## src/tsa_map.svh

```systemverilog
// constants for the temperature sensor access and timeout block
`ifndef TSA_MAP_SVH
`define TSA_MAP_SVH

// ============================================================
// clock and timing
`define TSA_CLK_HZ        40000000
`define TSA_TIMEOUT_MS    100
`define TSA_TIMEOUT_CYC   ((`TSA_TIMEOUT_MS) * (`TSA_CLK_HZ / 1000))
`define TSA_CONV_MS       100
`define TSA_CONV_CYC      ((`TSA_CONV_MS) * (`TSA_CLK_HZ / 1000))
`define TSA_CNT_W         23

// ============================================================
// fault queue and reset values
`define TSA_FAULT_MAX     3'h6
`define TSA_FAULT_MIN     3'h1
`define TSA_TEMP_RST      9'h000
`define TSA_PIN_IDLE      1'h1

`endif

```

## src/tsa_pkg.sv

```systemverilog
// types for the temperature sensor access and timeout block
`default_nettype none

package tsa_pkg;

  typedef logic signed [8:0] tsa_temp_t;

  // conversion sequencer, gray coded except the HOLD to OFF step on shutdown
  typedef enum logic [1:0] {
    TSA_CV_OFF  = 2'h0,
    TSA_CV_RUN  = 2'h1,
    TSA_CV_HOLD = 2'h3
  } tsa_conv_e;

  // thresholds and fault queue depth
  typedef struct packed {
    tsa_temp_t   over_temp_limit;
    tsa_temp_t   hysteresis_limit;
    logic [2:0]  fault_sel;
  } tsa_limits_s;

  // whole block state
  typedef struct packed {
    logic        scl_d;
    logic        sda_d;
    logic        bus_active;
    logic        timed_out;
    logic [22:0] to_cnt;
    tsa_conv_e   conv_st;
    logic [22:0] conv_cnt;
    tsa_temp_t   temp_result;
    logic [2:0]  fault_cnt;
    logic        alarm;
    logic        sda_oe;
    logic        sda_out;
    logic        conv_run;
  } tsa_state_s;

endpackage
`default_nettype wire

```

## src/tsa_sync.sv

```systemverilog
// two flip-flop synchroniser for pin inputs
`timescale 1ns/1ps
`default_nettype none
`include "tsa_map.svh"

module tsa_sync #(
  parameter int W = 2
) (
  input  wire logic         clk,
  input  wire logic         rst_b,
  input  wire logic [W-1:0] din,
  output var  logic [W-1:0] dout
);

  logic [W-1:0] meta;

  // ============================================================
  // synchroniser chain; meta feeds only the second stage
  always_ff @(posedge clk) begin
    if (!rst_b) begin
      meta <= {W{`TSA_PIN_IDLE}};
      dout <= {W{`TSA_PIN_IDLE}};
    end else begin
      meta <= din;
      dout <= meta;
    end
  end

endmodule
`default_nettype wire

```

## src/tsa_top.sv

```systemverilog
// temperature sensor bus access, conversion scheduling and bus-stuck timeout
// Behaviour
// if the data line stays low past the bus-stuck timeout (75 to 325 ms) the serial interface goes idle and releases data.
// a bus access aborts any running conversion, and a fresh one starts once the access ends.
// the result always shows the last completed conversion, even while a new one runs.
// the result changes only when a conversion completes, so tightly spaced accesses leave it unchanged.
// the controller should leave at least 300 ms idle between accesses so a conversion can finish.
// the alarm asserts only after a selectable number of over-limit conversions, at most 6.
// over-limit conversions must be consecutive; any other conversion restarts the count.
// after a timeout the interface stays idle with data released and ignores traffic until a new start.
// the timeout watchdog is disabled in shutdown.
// the timeout counter counts while data is sampled low and clears when it is sampled high.
`timescale 1ns/1ps
`default_nettype none
`include "tsa_map.svh"

module tsa_top #(
  parameter int unsigned TO_CYCLES   = `TSA_TIMEOUT_CYC,
  parameter int unsigned CONV_CYCLES = `TSA_CONV_CYC
) (
  input  wire logic                 clk,
  input  wire logic                 rst_b,
  input  wire logic                 scl_in,
  input  wire logic                 sda_in,
  input  wire logic                 sda_drive_low,
  input  wire logic                 shutdown,
  input  wire tsa_pkg::tsa_temp_t   adc_value,
  input  wire tsa_pkg::tsa_limits_s limits,
  output var  tsa_pkg::tsa_temp_t   temp_result,
  output var  logic                 alarm,
  output var  logic                 sda_out,
  output var  logic                 sda_oe,
  output var  logic                 bus_busy,
  output var  logic                 conv_busy
);
  import tsa_pkg::*;

  localparam logic [22:0] TO_LAST   = 23'(TO_CYCLES - 1);
  localparam logic [22:0] CONV_LAST = 23'(CONV_CYCLES - 1);

  tsa_state_s st;
  tsa_state_s next_st;
  logic [1:0] pins_s;
  logic       scl_s;
  logic       sda_s;
  logic       start_det;
  logic       stop_det;
  logic       to_fire;
  logic       conv_done;
  logic       over;
  logic       under;
  logic [2:0] need;

  // clamp queue depth to 1..6; zero would otherwise trip on nothing
  function automatic logic [2:0] tsa_depth(input logic [2:0] sel);
    if (sel == 3'h0) begin
      return `TSA_FAULT_MIN;
    end else if (sel > `TSA_FAULT_MAX) begin
      return `TSA_FAULT_MAX;
    end else begin
      return sel;
    end
  endfunction

  // signed greater-than, used for both thresholds
  function automatic logic tsa_gt(input tsa_temp_t a, input tsa_temp_t b);
    return a > b;
  endfunction

  // ============================================================
  // pin synchronisation
  tsa_sync #(
    .W (2)
  ) u_sync (
    .clk   (clk),
    .rst_b (rst_b),
    .din   ({scl_in, sda_in}),
    .dout  (pins_s)
  );

  assign scl_s = pins_s[1];
  assign sda_s = pins_s[0];

  // ============================================================
  // event decode
  assign start_det = scl_s && st.scl_d && st.sda_d && !sda_s;
  assign stop_det  = scl_s && st.scl_d && !st.sda_d && sda_s;
  assign to_fire   = !shutdown && !sda_s && (st.to_cnt == TO_LAST);
  assign conv_done = (st.conv_st == TSA_CV_RUN) && (st.conv_cnt == CONV_LAST)
                     && !st.bus_active && !shutdown;
  assign over      = tsa_gt(adc_value, limits.over_temp_limit);
  assign under     = tsa_gt(limits.hysteresis_limit, adc_value);
  assign need      = tsa_depth(limits.fault_sel);

  // ============================================================
  // next-state logic
  always_comb begin
    next_st       = st;
    next_st.scl_d = scl_s;
    next_st.sda_d = sda_s;

    // watchdog: counts low data cycles, off in shutdown
    if (shutdown || sda_s) begin
      next_st.to_cnt = 23'h0;
    end else if (to_fire) begin
      next_st.to_cnt = 23'h0;
    end else begin
      next_st.to_cnt = st.to_cnt + 23'h1;
    end

    // bus framing; a timeout drops the frame until a fresh start
    if (to_fire) begin
      next_st.bus_active = 1'b0;
      next_st.timed_out  = 1'b1;
    end else if (start_det) begin
      next_st.bus_active = 1'b1;
      next_st.timed_out  = 1'b0;
    end else if (stop_det) begin
      next_st.bus_active = 1'b0;
    end

    // data released whenever idle or timed out
    next_st.sda_oe = next_st.bus_active && !next_st.timed_out && sda_drive_low;
    next_st.sda_out = 1'b0; // open drain only ever pulls low

    // conversion sequencer
    case (st.conv_st)
      TSA_CV_OFF: begin
        if (!shutdown) begin
          next_st.conv_st  = TSA_CV_RUN;
          next_st.conv_cnt = 23'h0;
        end
      end
      TSA_CV_RUN: begin
        if (shutdown) begin
          next_st.conv_st = TSA_CV_OFF;
        end else if (st.bus_active) begin
          next_st.conv_st = TSA_CV_HOLD;
        end else if (conv_done) begin
          next_st.conv_cnt = 23'h0;
        end else begin
          next_st.conv_cnt = st.conv_cnt + 23'h1;
        end
      end
      TSA_CV_HOLD: begin
        if (shutdown) begin
          next_st.conv_st = TSA_CV_OFF;
        end else if (!st.bus_active) begin
          // controller is expected to stay away long enough to finish
          next_st.conv_st  = TSA_CV_RUN;
          next_st.conv_cnt = 23'h0;
        end
      end
      default: begin
        next_st.conv_st  = TSA_CV_OFF;
        next_st.conv_cnt = 23'h0;
      end
    endcase
    // busy flag kept in a flop so the output carries no decode glitch
    next_st.conv_run = (next_st.conv_st == TSA_CV_RUN);

    // result and fault queue, only on a completed conversion
    if (conv_done) begin
      next_st.temp_result = adc_value;
      if (over) begin
        if (st.fault_cnt < `TSA_FAULT_MAX) begin
          next_st.fault_cnt = st.fault_cnt + 3'h1;
        end
        if ((st.fault_cnt + 3'h1) >= need) begin
          next_st.alarm = 1'b1;
        end
      end else begin
        next_st.fault_cnt = 3'h0;
        if (under) begin
          next_st.alarm = 1'b0;
        end
      end
    end
  end

  // ============================================================
  // state register
  always_ff @(posedge clk) begin
    if (!rst_b) begin
      st             <= '0;
      st.scl_d       <= `TSA_PIN_IDLE;
      st.sda_d       <= `TSA_PIN_IDLE;
      st.conv_st     <= TSA_CV_OFF;
      st.temp_result <= `TSA_TEMP_RST;
    end else begin
      st <= next_st;
    end
  end

  assign temp_result = st.temp_result;
  assign alarm       = st.alarm;
  assign sda_oe      = st.sda_oe;
  assign bus_busy    = st.bus_active;
  assign conv_busy   = st.conv_run;
  assign sda_out     = st.sda_out;

  // ============================================================
  // checks
  property p_timeout_idle;
    @(posedge clk) disable iff (!rst_b)
    to_fire |=> (!st.bus_active && !sda_oe && st.timed_out);
  endproperty
  a_timeout_idle: assert property (p_timeout_idle) else $error("timeout did not idle the interface");

  property p_abort;
    @(posedge clk) disable iff (!rst_b)
    (st.bus_active && st.conv_st == TSA_CV_RUN && !shutdown) |=> (st.conv_st == TSA_CV_HOLD);
  endproperty
  a_abort: assert property (p_abort) else $error("access did not abort conversion");

  property p_restart;
    @(posedge clk) disable iff (!rst_b)
    (st.conv_st == TSA_CV_HOLD && !st.bus_active && !shutdown) |=> (conv_busy && st.conv_cnt == 23'h0);
  endproperty
  a_restart: assert property (p_restart) else $error("conversion not restarted after access");

  property p_result_load;
    @(posedge clk) disable iff (!rst_b)
    conv_done |=> (temp_result == $past(adc_value));
  endproperty
  a_result_load: assert property (p_result_load) else $error("result not loaded on completion");

  property p_result_hold;
    @(posedge clk) disable iff (!rst_b)
    (st.bus_active && !conv_done) |=> $stable(temp_result) ##1 $stable(temp_result);
  endproperty
  a_result_hold: assert property (p_result_hold) else $error("result changed without completion");

  property p_alarm_cause;
    @(posedge clk) disable iff (!rst_b)
    $rose(alarm) |-> ($past(conv_done) && $past(over) && ($past(st.fault_cnt) + 3'h1 >= $past(need)));
  endproperty
  a_alarm_cause: assert property (p_alarm_cause) else $error("alarm rose without enough faults");

  property p_fault_clear;
    @(posedge clk) disable iff (!rst_b)
    (conv_done && !over) |=> (st.fault_cnt == 3'h0);
  endproperty
  a_fault_clear: assert property (p_fault_clear) else $error("fault count not restarted");

  property p_quiet;
    @(posedge clk) disable iff (!rst_b)
    (st.timed_out && !start_det) |=> (!st.bus_active && !sda_oe);
  endproperty
  a_quiet: assert property (p_quiet) else $error("interface active after timeout");

  property p_wd_off;
    @(posedge clk) disable iff (!rst_b)
    shutdown |=> (st.to_cnt == 23'h0 && !$past(to_fire));
  endproperty
  a_wd_off: assert property (p_wd_off) else $error("watchdog ran in shutdown");

  property p_wd_count;
    @(posedge clk) disable iff (!rst_b)
    (!shutdown && !sda_s && !to_fire) |=> (st.to_cnt == $past(st.to_cnt) + 23'h1);
  endproperty
  a_wd_count: assert property (p_wd_count) else $error("watchdog did not count");

endmodule
`default_nettype wire

```

## config.mk

```make
export PLATFORM = sky130hd
export DESIGN_NAME = tsa_top
export DESIGN_NICKNAME = d
export VERILOG_FILES = /design/src/tsa_pkg.sv /design/src/tsa_sync.sv /design/src/tsa_top.sv
export VERILOG_INCLUDE_DIRS = /design/src
export SDC_FILE = /design/constraint.sdc
export NUM_CORES = 1
export LEC_CHECK = 0
export ABC_AREA = 1
export BUFFER_PORTS_ARGS = -buffer_cell sky130_fd_sc_hd__buf_2
export CORE_MARGIN = 4
export CORE_UTILIZATION = 53
export DETAILED_ROUTE_END_ITERATION = 8
export PLACE_DENSITY = 0.73
export SLEW_MARGIN = 20
export SYNTH_ARGS = -nofsm -noshare
export SYNTH_HDL_FRONTEND = slang
export SYNTH_HIERARCHICAL = 1
export SYNTH_SLANG_ARGS = --single-unit
```

## constraint.sdc

```tcl
create_clock -name clk -period 1.7 [get_ports clk]
set_input_delay 0 -clock clk [delete_from_list [all_inputs] [get_ports clk]]
set_output_delay 0 -clock clk [all_outputs]
set_load 0.005 [all_outputs]
```

* Yosys cells after proc, flatten, opt, wreduce, memory -nomap -nowiden
Cells that the tools add are included.
Storage, ports and cells: register bits after elaboration 72
Operators by class: add/subtract/negate cells 3, order comparisons 5, equal/unequal tests 12, mux-type cells 20, bitwise logic cells 1, reductions and logical operators 25
Operators by type and width (number):
- 23-bit 2-to-1 mux | 4
- 25-bit case mux with 3 select lines | 1
- 25-bit 2-to-1 mux | 2
- 23-bit by 1-bit adder with 23-bit output, second input constant | 2
- 23-bit by 22-bit equality test with 1-bit output, second input constant | 2
- 9-bit greater-than comparator | 2
- 1-bit logical AND | 12
- 2-bit != test, second input constant | 5
- 3-bit 2-to-1 mux | 3
- 2-bit 2-to-1 mux | 4
- 1-bit zero test | 5
- 1-bit 2-to-1 mux | 5
- 5-bit AND reduction | 1
- 2-bit by 1-bit equality test with 1-bit output, second input constant | 2
- 4-bit 2-to-1 mux | 1
- 2-bit by 1-bit != test with 1-bit output, second input constant | 2
- 3-bit by 1-bit adder with 3-bit output, second input constant | 1
- 3-bit greater-or-equal comparator | 1
- 3-bit greater-than comparator, second input constant | 1
- 3-bit zero test | 1
- 3-bit < comparator, second input constant | 1
- 3-bit AND reduction | 1
- 3-bit OR reduction | 1
- 2-bit equality test, second input constant | 1
- 5 further kinds | 5

* Depth between registers and ports, before layout
Gate-level depths: netlist of run 1.
depth in word-level cells 9, depth in mapped cells 14, depth with buffers taken out 14

* Cells and area by module
Netlist of run 1, hierarchy kept.
By module, submodules not included:
- tsa_top | times used 1, cells each 586, area each 4147.7 um^2
- tsa_sync | times used 1, cells each 12, area each 110.1 um^2

* Worst setup path before layout of run 1
Ideal clock, no wire load.
kind register -> register, start register st[16] (netlist bit), end register st[22] (netlist bit), arrival time 1443 ps, path slack 130 ps, cell stages (with the launch flop) 11, buffers on the path 0, period minus slack after synthesis 1570 ps, path through dfxtp_1 -> ha_1 -> nand3_1 -> nor2_2 -> nand2_2 -> nor2_4 -> nand3_2 -> nand2_2 -> nand2_2 -> nand2_4 -> nor3_1
On the way: word-level cells in the longest chain between the ends 8, elaborated cells between the ends (all ways) 9, those cells by class add/sub: 1; eq/ne: 1; mux: 4; reduce/logical: 3
RTL lines:
- start, declared | RTL line tsa_top.sv:41 | tsa_state_s st;
- start signal, assigned | RTL line tsa_top.sv:191 | st <= next_st;
- parallel branches: the longest is 4 deep, another holds 23-bit by 1-bit adder with 23-bit output
- 23-bit 2-to-1 mux * | RTL line tsa_top.sv:139 | end else if (conv_done) begin
- 23-bit 2-to-1 mux * | RTL line tsa_top.sv:137 | end else if (st.bus_active) begin
- 23-bit 2-to-1 mux * | RTL line tsa_top.sv:135 | if (shutdown) begin
- 25-bit case mux with 3 select lines * | RTL line tsa_top.sv:127 | case (st.conv_st)
Every way passes the cells marked *. The select of a mux whose other input is x is not followed. A chain may end at the register's enable or synchronous reset.

* Final worst setup path of run 1
start register st[17] (netlist bit), end register st[21] (netlist bit)
The elaborated chain is that of the path after synthesis.

==> key figures, run 1 <==
Drt
  – Initial drt markers: 250
  – First drt pass iteration count: 5
  – Via count: 4199
  – Routed Antenna Nets: 0
  – # DRC: 0
  – Routed wire per std cell: 13.88 microns
  – Vias per Instance: 5.329
  – Final wirelength: 10.94 mm

STA
  – Minimum clock period: 1.652 ns
  – Fin crit share: 97.15%
  – Final setup violation count: 0
  – Slew Limit Fails: 0
  – Maximum clock rate: 605.5 MHz
  – RSZ-0062 raised after global routing: yes
  – Final hold violations: 0
  – Layout Skew: 0.01122 ns
  – WHS: 0.05947 ns
  – Setup TNS: 0 ns

Setup path
  – CP startpoint kind: flop
  – Data arrival, critical path: 1.88 ns
  – R2R setup slack: 0.05 ns
  – Max stage delay on crit path: 0.36 ns
  – Reg2reg path depth: 10
  – Critical path startpoint: st[17]
  – Critical Path Sink Type: flop
  – Cell family with most CP delay: simple AND/OR/NAND/NOR gates
  – CP Class: flop to flop
  – Slowest-stage cell, CP: dfxtp_2
  – CP Buf/Inv Count: 0
  – RR Endpoint: st[21]
  – Critical-path maximum fanout: 6
  – CP Cell Sequence: ha_4, nand3_4, nor2_4, nand2_4, nor2_4, nand3_4, nand2_4, nand2_8, nand2_4, nor3_1
  – Required time of the critical path: 1.93 ns
  – R2r startpoint: st[17]
  – Cell mode on critical path: nand2_4

Finish
  – Design area: 0.005381 sq mm
  – Area Overhead vs Synth: 26.39%
  – Share of layout cells above drive strength 1: 27.84%
  – Most common cell after layout, fill and taps aside: nand2_1
  – Most frequent cells in the layout: 95 x nand2_1, 88 x inv_1, 63 x nor2_1
  – Final core utilization: 69.28%
  – Final cell count without fillers: 788
  – ANT cells: 0
  – Fin nets: 741

Placement
  – Post-DP HPWL: 7.976 mm
  – Placed cell areas: 0.004692 sq mm
  – Input/output buffers: 48
  – Placer congestion estimate: 0.9680
  – Placed cells: 754

Floorplanning
  – Die height: 97.63 microns
  – Initial core utilization: 54.82%
  – Die span in x: 97.63 microns
  – Core Region: 0.007767 sq mm
  – I/O pin count: 50
  – Full die area: 0.009532 sq mm
  – Num rows: 32

Hold path
  – Hold Crit Depth: 3
  – Hold Path End: temp_result[1]
  – Worst hold path type: input pin to flop
  – Min-delay src: adc_value[1]

Global routing
  – Total grt overflow: 0
  – Largest net degree at the start of global routing: 24
  – First-pass GRT wire length: 17.61 mm
  – Vias in the first global route: 3894
  – Initial antenna violation count: 0
  – All-Layer GR Usage: 22.21%

Yosys
  – Leading post-synthesis cells by cell area: dfxtp_1 33%, nand2_1 9.4%, inv_1 7.8%
  – Post-synth top area share: 33.38%
  – Cell area after synthesis: 0.004258 sq mm
  – Cells after synthesis: 598
  – Post-synth net total: 658
  – Seq/Total Area, Yosys: 33.38%
  – Syn Area/Cell: 7.120 sq um
  – Netlist cell types: 40
  – Ys Warns: 6
  – Largest area contributor in the netlist: dfxtp_1
  – #FFs+latches synth: 71

Power and ir drop
  – Power Dens Cells: 613.2 mW/mm^2
  – P_leak: 0.002441 uW
  – Peak supply drop: 0.3577 mV

CTS
  – # H-tree levels: 3
  – TritonCTS buffer count: 9
  – Clock sinks: 71
  – Clk root buf: clkbuf_8
  – Maximum clock path buffer count: 2
  – CTS tree: done
  – Clock Latency Late Sink: 0.34 ns
  – CTS clk-pin slew, worst paths: 0.08 ns

Flow run
  – Max-Cap Viols: 0

Run status
  – Status: completed
Yosys cell counts, drive strengths merged:
library cell and n:
xnor2 3, clkbuf 2, and3 3, a21o 1, nand4 19, nand2 118, dfxtp 71, nand3 35
nand3b 2, o22ai 1, or2 9, conb 1, nor4 5, buf 16, nor3 30, ha 24
o21ai 23, inv 93, a31oi 1, nor2 80, a21oi 39, a211oi 2, xor2 9, o21bai 1
o31ai 1, nor3b 9
report_power, final:
group | internal (uW) | switching [uW] | total (uW)
Combinational | 174 | 234 | 408
Sequential | 1670 | 7.80 | 1680
Clock | 535 | 675 | 1210
Total | 2380 | 917 | 3300
cells by family (layout without fill, tap and decap cells):
logic type      after synthesis  in the layout  share of synthesized area (%)
compound gates               69             69                          8.463
xor+xnor                     12             12                          2.469
fa+ha+maj                    24             24                          7.053
buf+inv                     111            198                          11.46
flops                        71             71                          33.38
other cells                   1              1                        0.08807
simple gates                310            311                          37.08
state kept, by name, indices dropped and copies added, names as in the netlist:
signal / flops
alarm: 1
st: 54
u_sync/meta: 2
conv_busy: 1
sda_oe: 1
u_sync/dout: 2
bus_busy: 1
temp_result: 9
cell type report:
type                       count  area (sq um)
clock buffer                  10         127.6
clock inverter                 6         45.04
fill                         639          2386
inverter                      93         349.1
multi-input combinational    417          2646
sequential                    71          1435
tap                          102         127.6
timing repair buffer          89         650.6
metrics by stage:
stage | total power [uW] | setup slack, ns
floorplan | 1910 | 0.1303
global placement | 2015 | 0.06654
detailed placement | 2028 | -0.02939
CTS | 3257 | -0.001494
global route | 3469 | -0.06253
finish | 3300 | 0.04849
routing by layer:
layer,vias up,part of all wire [%],GRT usage (%),routed length (microns)
met4,0,1.8,7.242,202
met3,21,5.4,4.092,592
met2,135,48,37.64,5285
met5,-,0,0,0
li1,2109,-,-,-
met1,1934,44,28.41,4855
worst register-to-register path, delay by kind of cell, from the launching register on:
family | cells | cell delay [ns]
simple gates | 9 | 1.02
flops | 1 | 0.36
fa+ha+maj | 1 | 0.16
worst max-delay path by stage:
stage | endpoint | depth (start not counted)
after floorplan | st[22] | 10
after global placement | alarm | 9
after detailed placement | st[61] | 11
after CTS | st[26] | 10
after global routing | st[61] | 11
final | st[21] | 10
what timing repair did:
action                                  in CTS  in global routing
cloned                                       1                  0
setup buffers                                1                 10
endpoints found under the setup margin      11                 41
pin swaps                                    3                 27
hold buffers                                13                  0
hold endpoints to repair                    14                  0
resized for setup                            4                 74
Power figures use the tool's default switching activity.
==> run 2, diff against run 1 <==
- CORE_ASPECT_RATIO: unset -> 0.8
- SKIP_LAST_GASP: unset -> 1
==> key figures, run 2 (same netlist as run 1, synthesis figures left out) <==
Power and ir drop
  – Internal power: 2760 uW
  – Comb power frac: 11.2%
  – Power Total: 3618 uW
  – Clock power share: 42.3%
  – Sequential power share: 46.5%
  – Switching power: 857.6 uW
  – Net Sw Frac: 23.71%
  – Power Dens Cells: 663.6 mW/mm^2
  – P_leak: 0.002474 uW
  – Peak supply drop: 0.3963 mV

CTS
  – # H-tree levels: 3
  – CTS clk-pin slew, worst paths: 0.08 ns
  – Clock Latency Late Sink: 0.35 ns
  – Clock sinks: 71
  – Maximum clock path buffer count: 2
  – CTS tree: done
  – Clk root buf: clkbuf_8
  – TritonCTS buffer count: 9

Drt
  – Post-Route M1 WL: 5.268 mm
  – Highest Signal Layer: met4
  – Via count: 4230
  – Wire length on met2: 5.061 mm
  – Routed Antenna Nets: 0
  – Routed wire per std cell: 13.85 microns
  – Met3 Wirelength: 752 microns
  – Final wirelength: 11.24 mm
  – Initial drt markers: 238
  – Vias per Instance: 5.216
  – First drt pass iteration count: 5
  – # DRC: 0

Placement
  – Input/output buffers: 48
  – Placed cell areas: 0.004718 sq mm
  – Placer congestion estimate: 1.013
  – Post-DP HPWL: 7.944 mm

Finish
  – Area Overhead vs Synth: 28.03%
  – Share of layout cells above drive strength 1: 26.77%
  – Fin nets: 761
  – Most common cell after layout, fill and taps aside: nand2_1
  – Most frequent cells in the layout: 101 x nand2_1, 89 x inv_1, 66 x nor2_1
  – Regs by FF count: st: 54 flops, temp_result: 9 flops
  – Max FFs per register: 54
  – Biggest register: st
  – ANT cells: 0
  – Design area: 0.005451 sq mm

Floorplanning
  – Full die area: 0.009541 sq mm
  – I/O pin count: 50
  – Die height: 88.17 microns
  – Initial core utilization: 56.01%
  – Die span in x: 108.2 microns
  – Num rows: 28
  – Core Region: 0.007602 sq mm

STA
  – Slew Limit Fails: 0
  – RSZ-0062 raised after global routing: yes
  – Fin crit share: 99.73%
  – Layout Skew: 0.008796 ns
  – Minimum clock period: 1.695 ns
  – Final hold violations: 0
  – Maximum clock rate: 589.8 MHz
  – Final setup violation count: 0
  – Setup TNS: 0 ns

Setup path
  – CP Buf/Inv Count: 4
  – Critical-path maximum fanout: 4
  – CP Class: input pin to flop
  – CP Cell Sequence: dlygate4sd3_1, buf_6, ha_4, nand2_2, inv_1, nand2_1, nand2_1, nand2_1, nand4_1, nand3b_1, nand2_2, o21ai_1, inv_1
  – Required time of the critical path: 1.94 ns
  – Slowest-stage cell, CP: dlygate4sd3_1
  – Cell family with most CP delay: buffers and inverters
  – Max stage delay on crit path: 0.57 ns
  – Critical Path Sink Type: flop
  – Cell mode on critical path: nand2_1
  – Data arrival, critical path: 1.93 ns
  – CP startpoint kind: input pin

Global routing
  – Total grt overflow: 0
  – All-Layer GR Usage: 23.36%
  – Vias in the first global route: 3935
  – Initial antenna violation count: 0
  – Largest net degree at the start of global routing: 24
  – First-pass GRT wire length: 17.70 mm

Run status
  – Status: completed

Flow run
  – Max-Cap Viols: 0

Hold path
  – Worst hold path type: input pin to flop
==> run 2: changes by cell type in the layout (fill, tap and decap cells not counted), sizes merged <==
| cell | previous run | this run |
|---|---|---|
| clkinvlp | 3 | 0 |
| dlygate4sd3 | 7 | 15 |
| clkinv | 2 | 1 |
| inv | 94 | 93 |
| buf | 76 | 94 |
| dlymetal6s4s | 6 | 0 |
| bufinv | 0 | 2 |
| clkbuf | 10 | 13 |
==> run 2: layout make-up <==
class | instances | area, sq um
inverters | 93 | 349.1
repair buffers | 109 | 769.5
clock buffers | 13 | 158.9
fillers | 619 | 2151
multi-input cells | 417 | 2549
clock inverters | 3 | 65.06
flip-flops and latches | 71 | 1429
well taps | 105 | 131.4
==> run 2: worst register-to-register path, cell delays in order (launching register included) <==
cell,delay (ns)
dfxtp_2,0.38
ha_4,0.15
nand3_2,0.07
nor2_2,0.15
nand2_2,0.10
nor2_4,0.17
nand3_4,0.13
nand2_2,0.13
nor2_1,0.10
nand2_1,0.10
a21oi_1,0.08
==> run 2: path summary, 6_finish.rpt <==
| kind | startpoint | end | slack [ns] | cells past startpoint |
|---|---|---|---|---|
| max | adc_value[3] | st[5] | 0.005 | 13 |
| min | limits[2] | alarm | 0.33 | 7 |
| max reg2reg | st[17] | st[17] | 0.01 | 10 |
| min reg2reg | u_sync/meta[0] | u_sync/dout[0] | 0.40 | 2 |
==> run 2: what timing repair did <==
| action | CTS | global route |
|---|---|---|
| endpoints found under the hold margin | 16 | 0 |
| pin swaps | 1 | 23 |
| hold buffers | 15 | 0 |
| setup endpoints to repair | 12 | 58 |
| gates resized for setup | 3 | 42 |
| buffers inserted | 0 | 19 |
| gates cloned | 1 | 0 |
==> run 2: routing by layer <==
layer  global-route usage (%)  up-vias
met1                    30.42     1956
met5                        0        -
li1                         -     2135
met4                    5.390        0
met3                    6.338       13
met2                    38.94      126
==> run 2: per-stage QoR <==
| step | setup slack [ns] | utilization, % | hold slack [ns] | cells |
|---|---|---|---|---|
| after floorplan | 0.1303 | - | 0.06865 | 598 |
| after global placement | 0.03481 | 62.06 | 0.1973 | 760 |
| after CTS | 0.02305 | 67.30 | 0.3213 | 792 |
| after global routing | -0.08540 | 71.71 | 0.3688 | 811 |
| final | 0.004610 | 71.71 | 0.3298 | 811 |
| after detailed placement | -0.01803 | 62.06 | 0.1938 | 760 |
==> run 2: power by group through the flow <==
stage | registers, uW | logic [uW] | clock network [uW]
after floorplan | 1720 | 190 | 0
after global placement | 1720 | 301 | 0
after detailed placement | 1720 | 311 | 0
after CTS | 1680 | 346 | 1550
after global routing | 1680 | 449 | 1630
final | 1680 | 405 | 1530
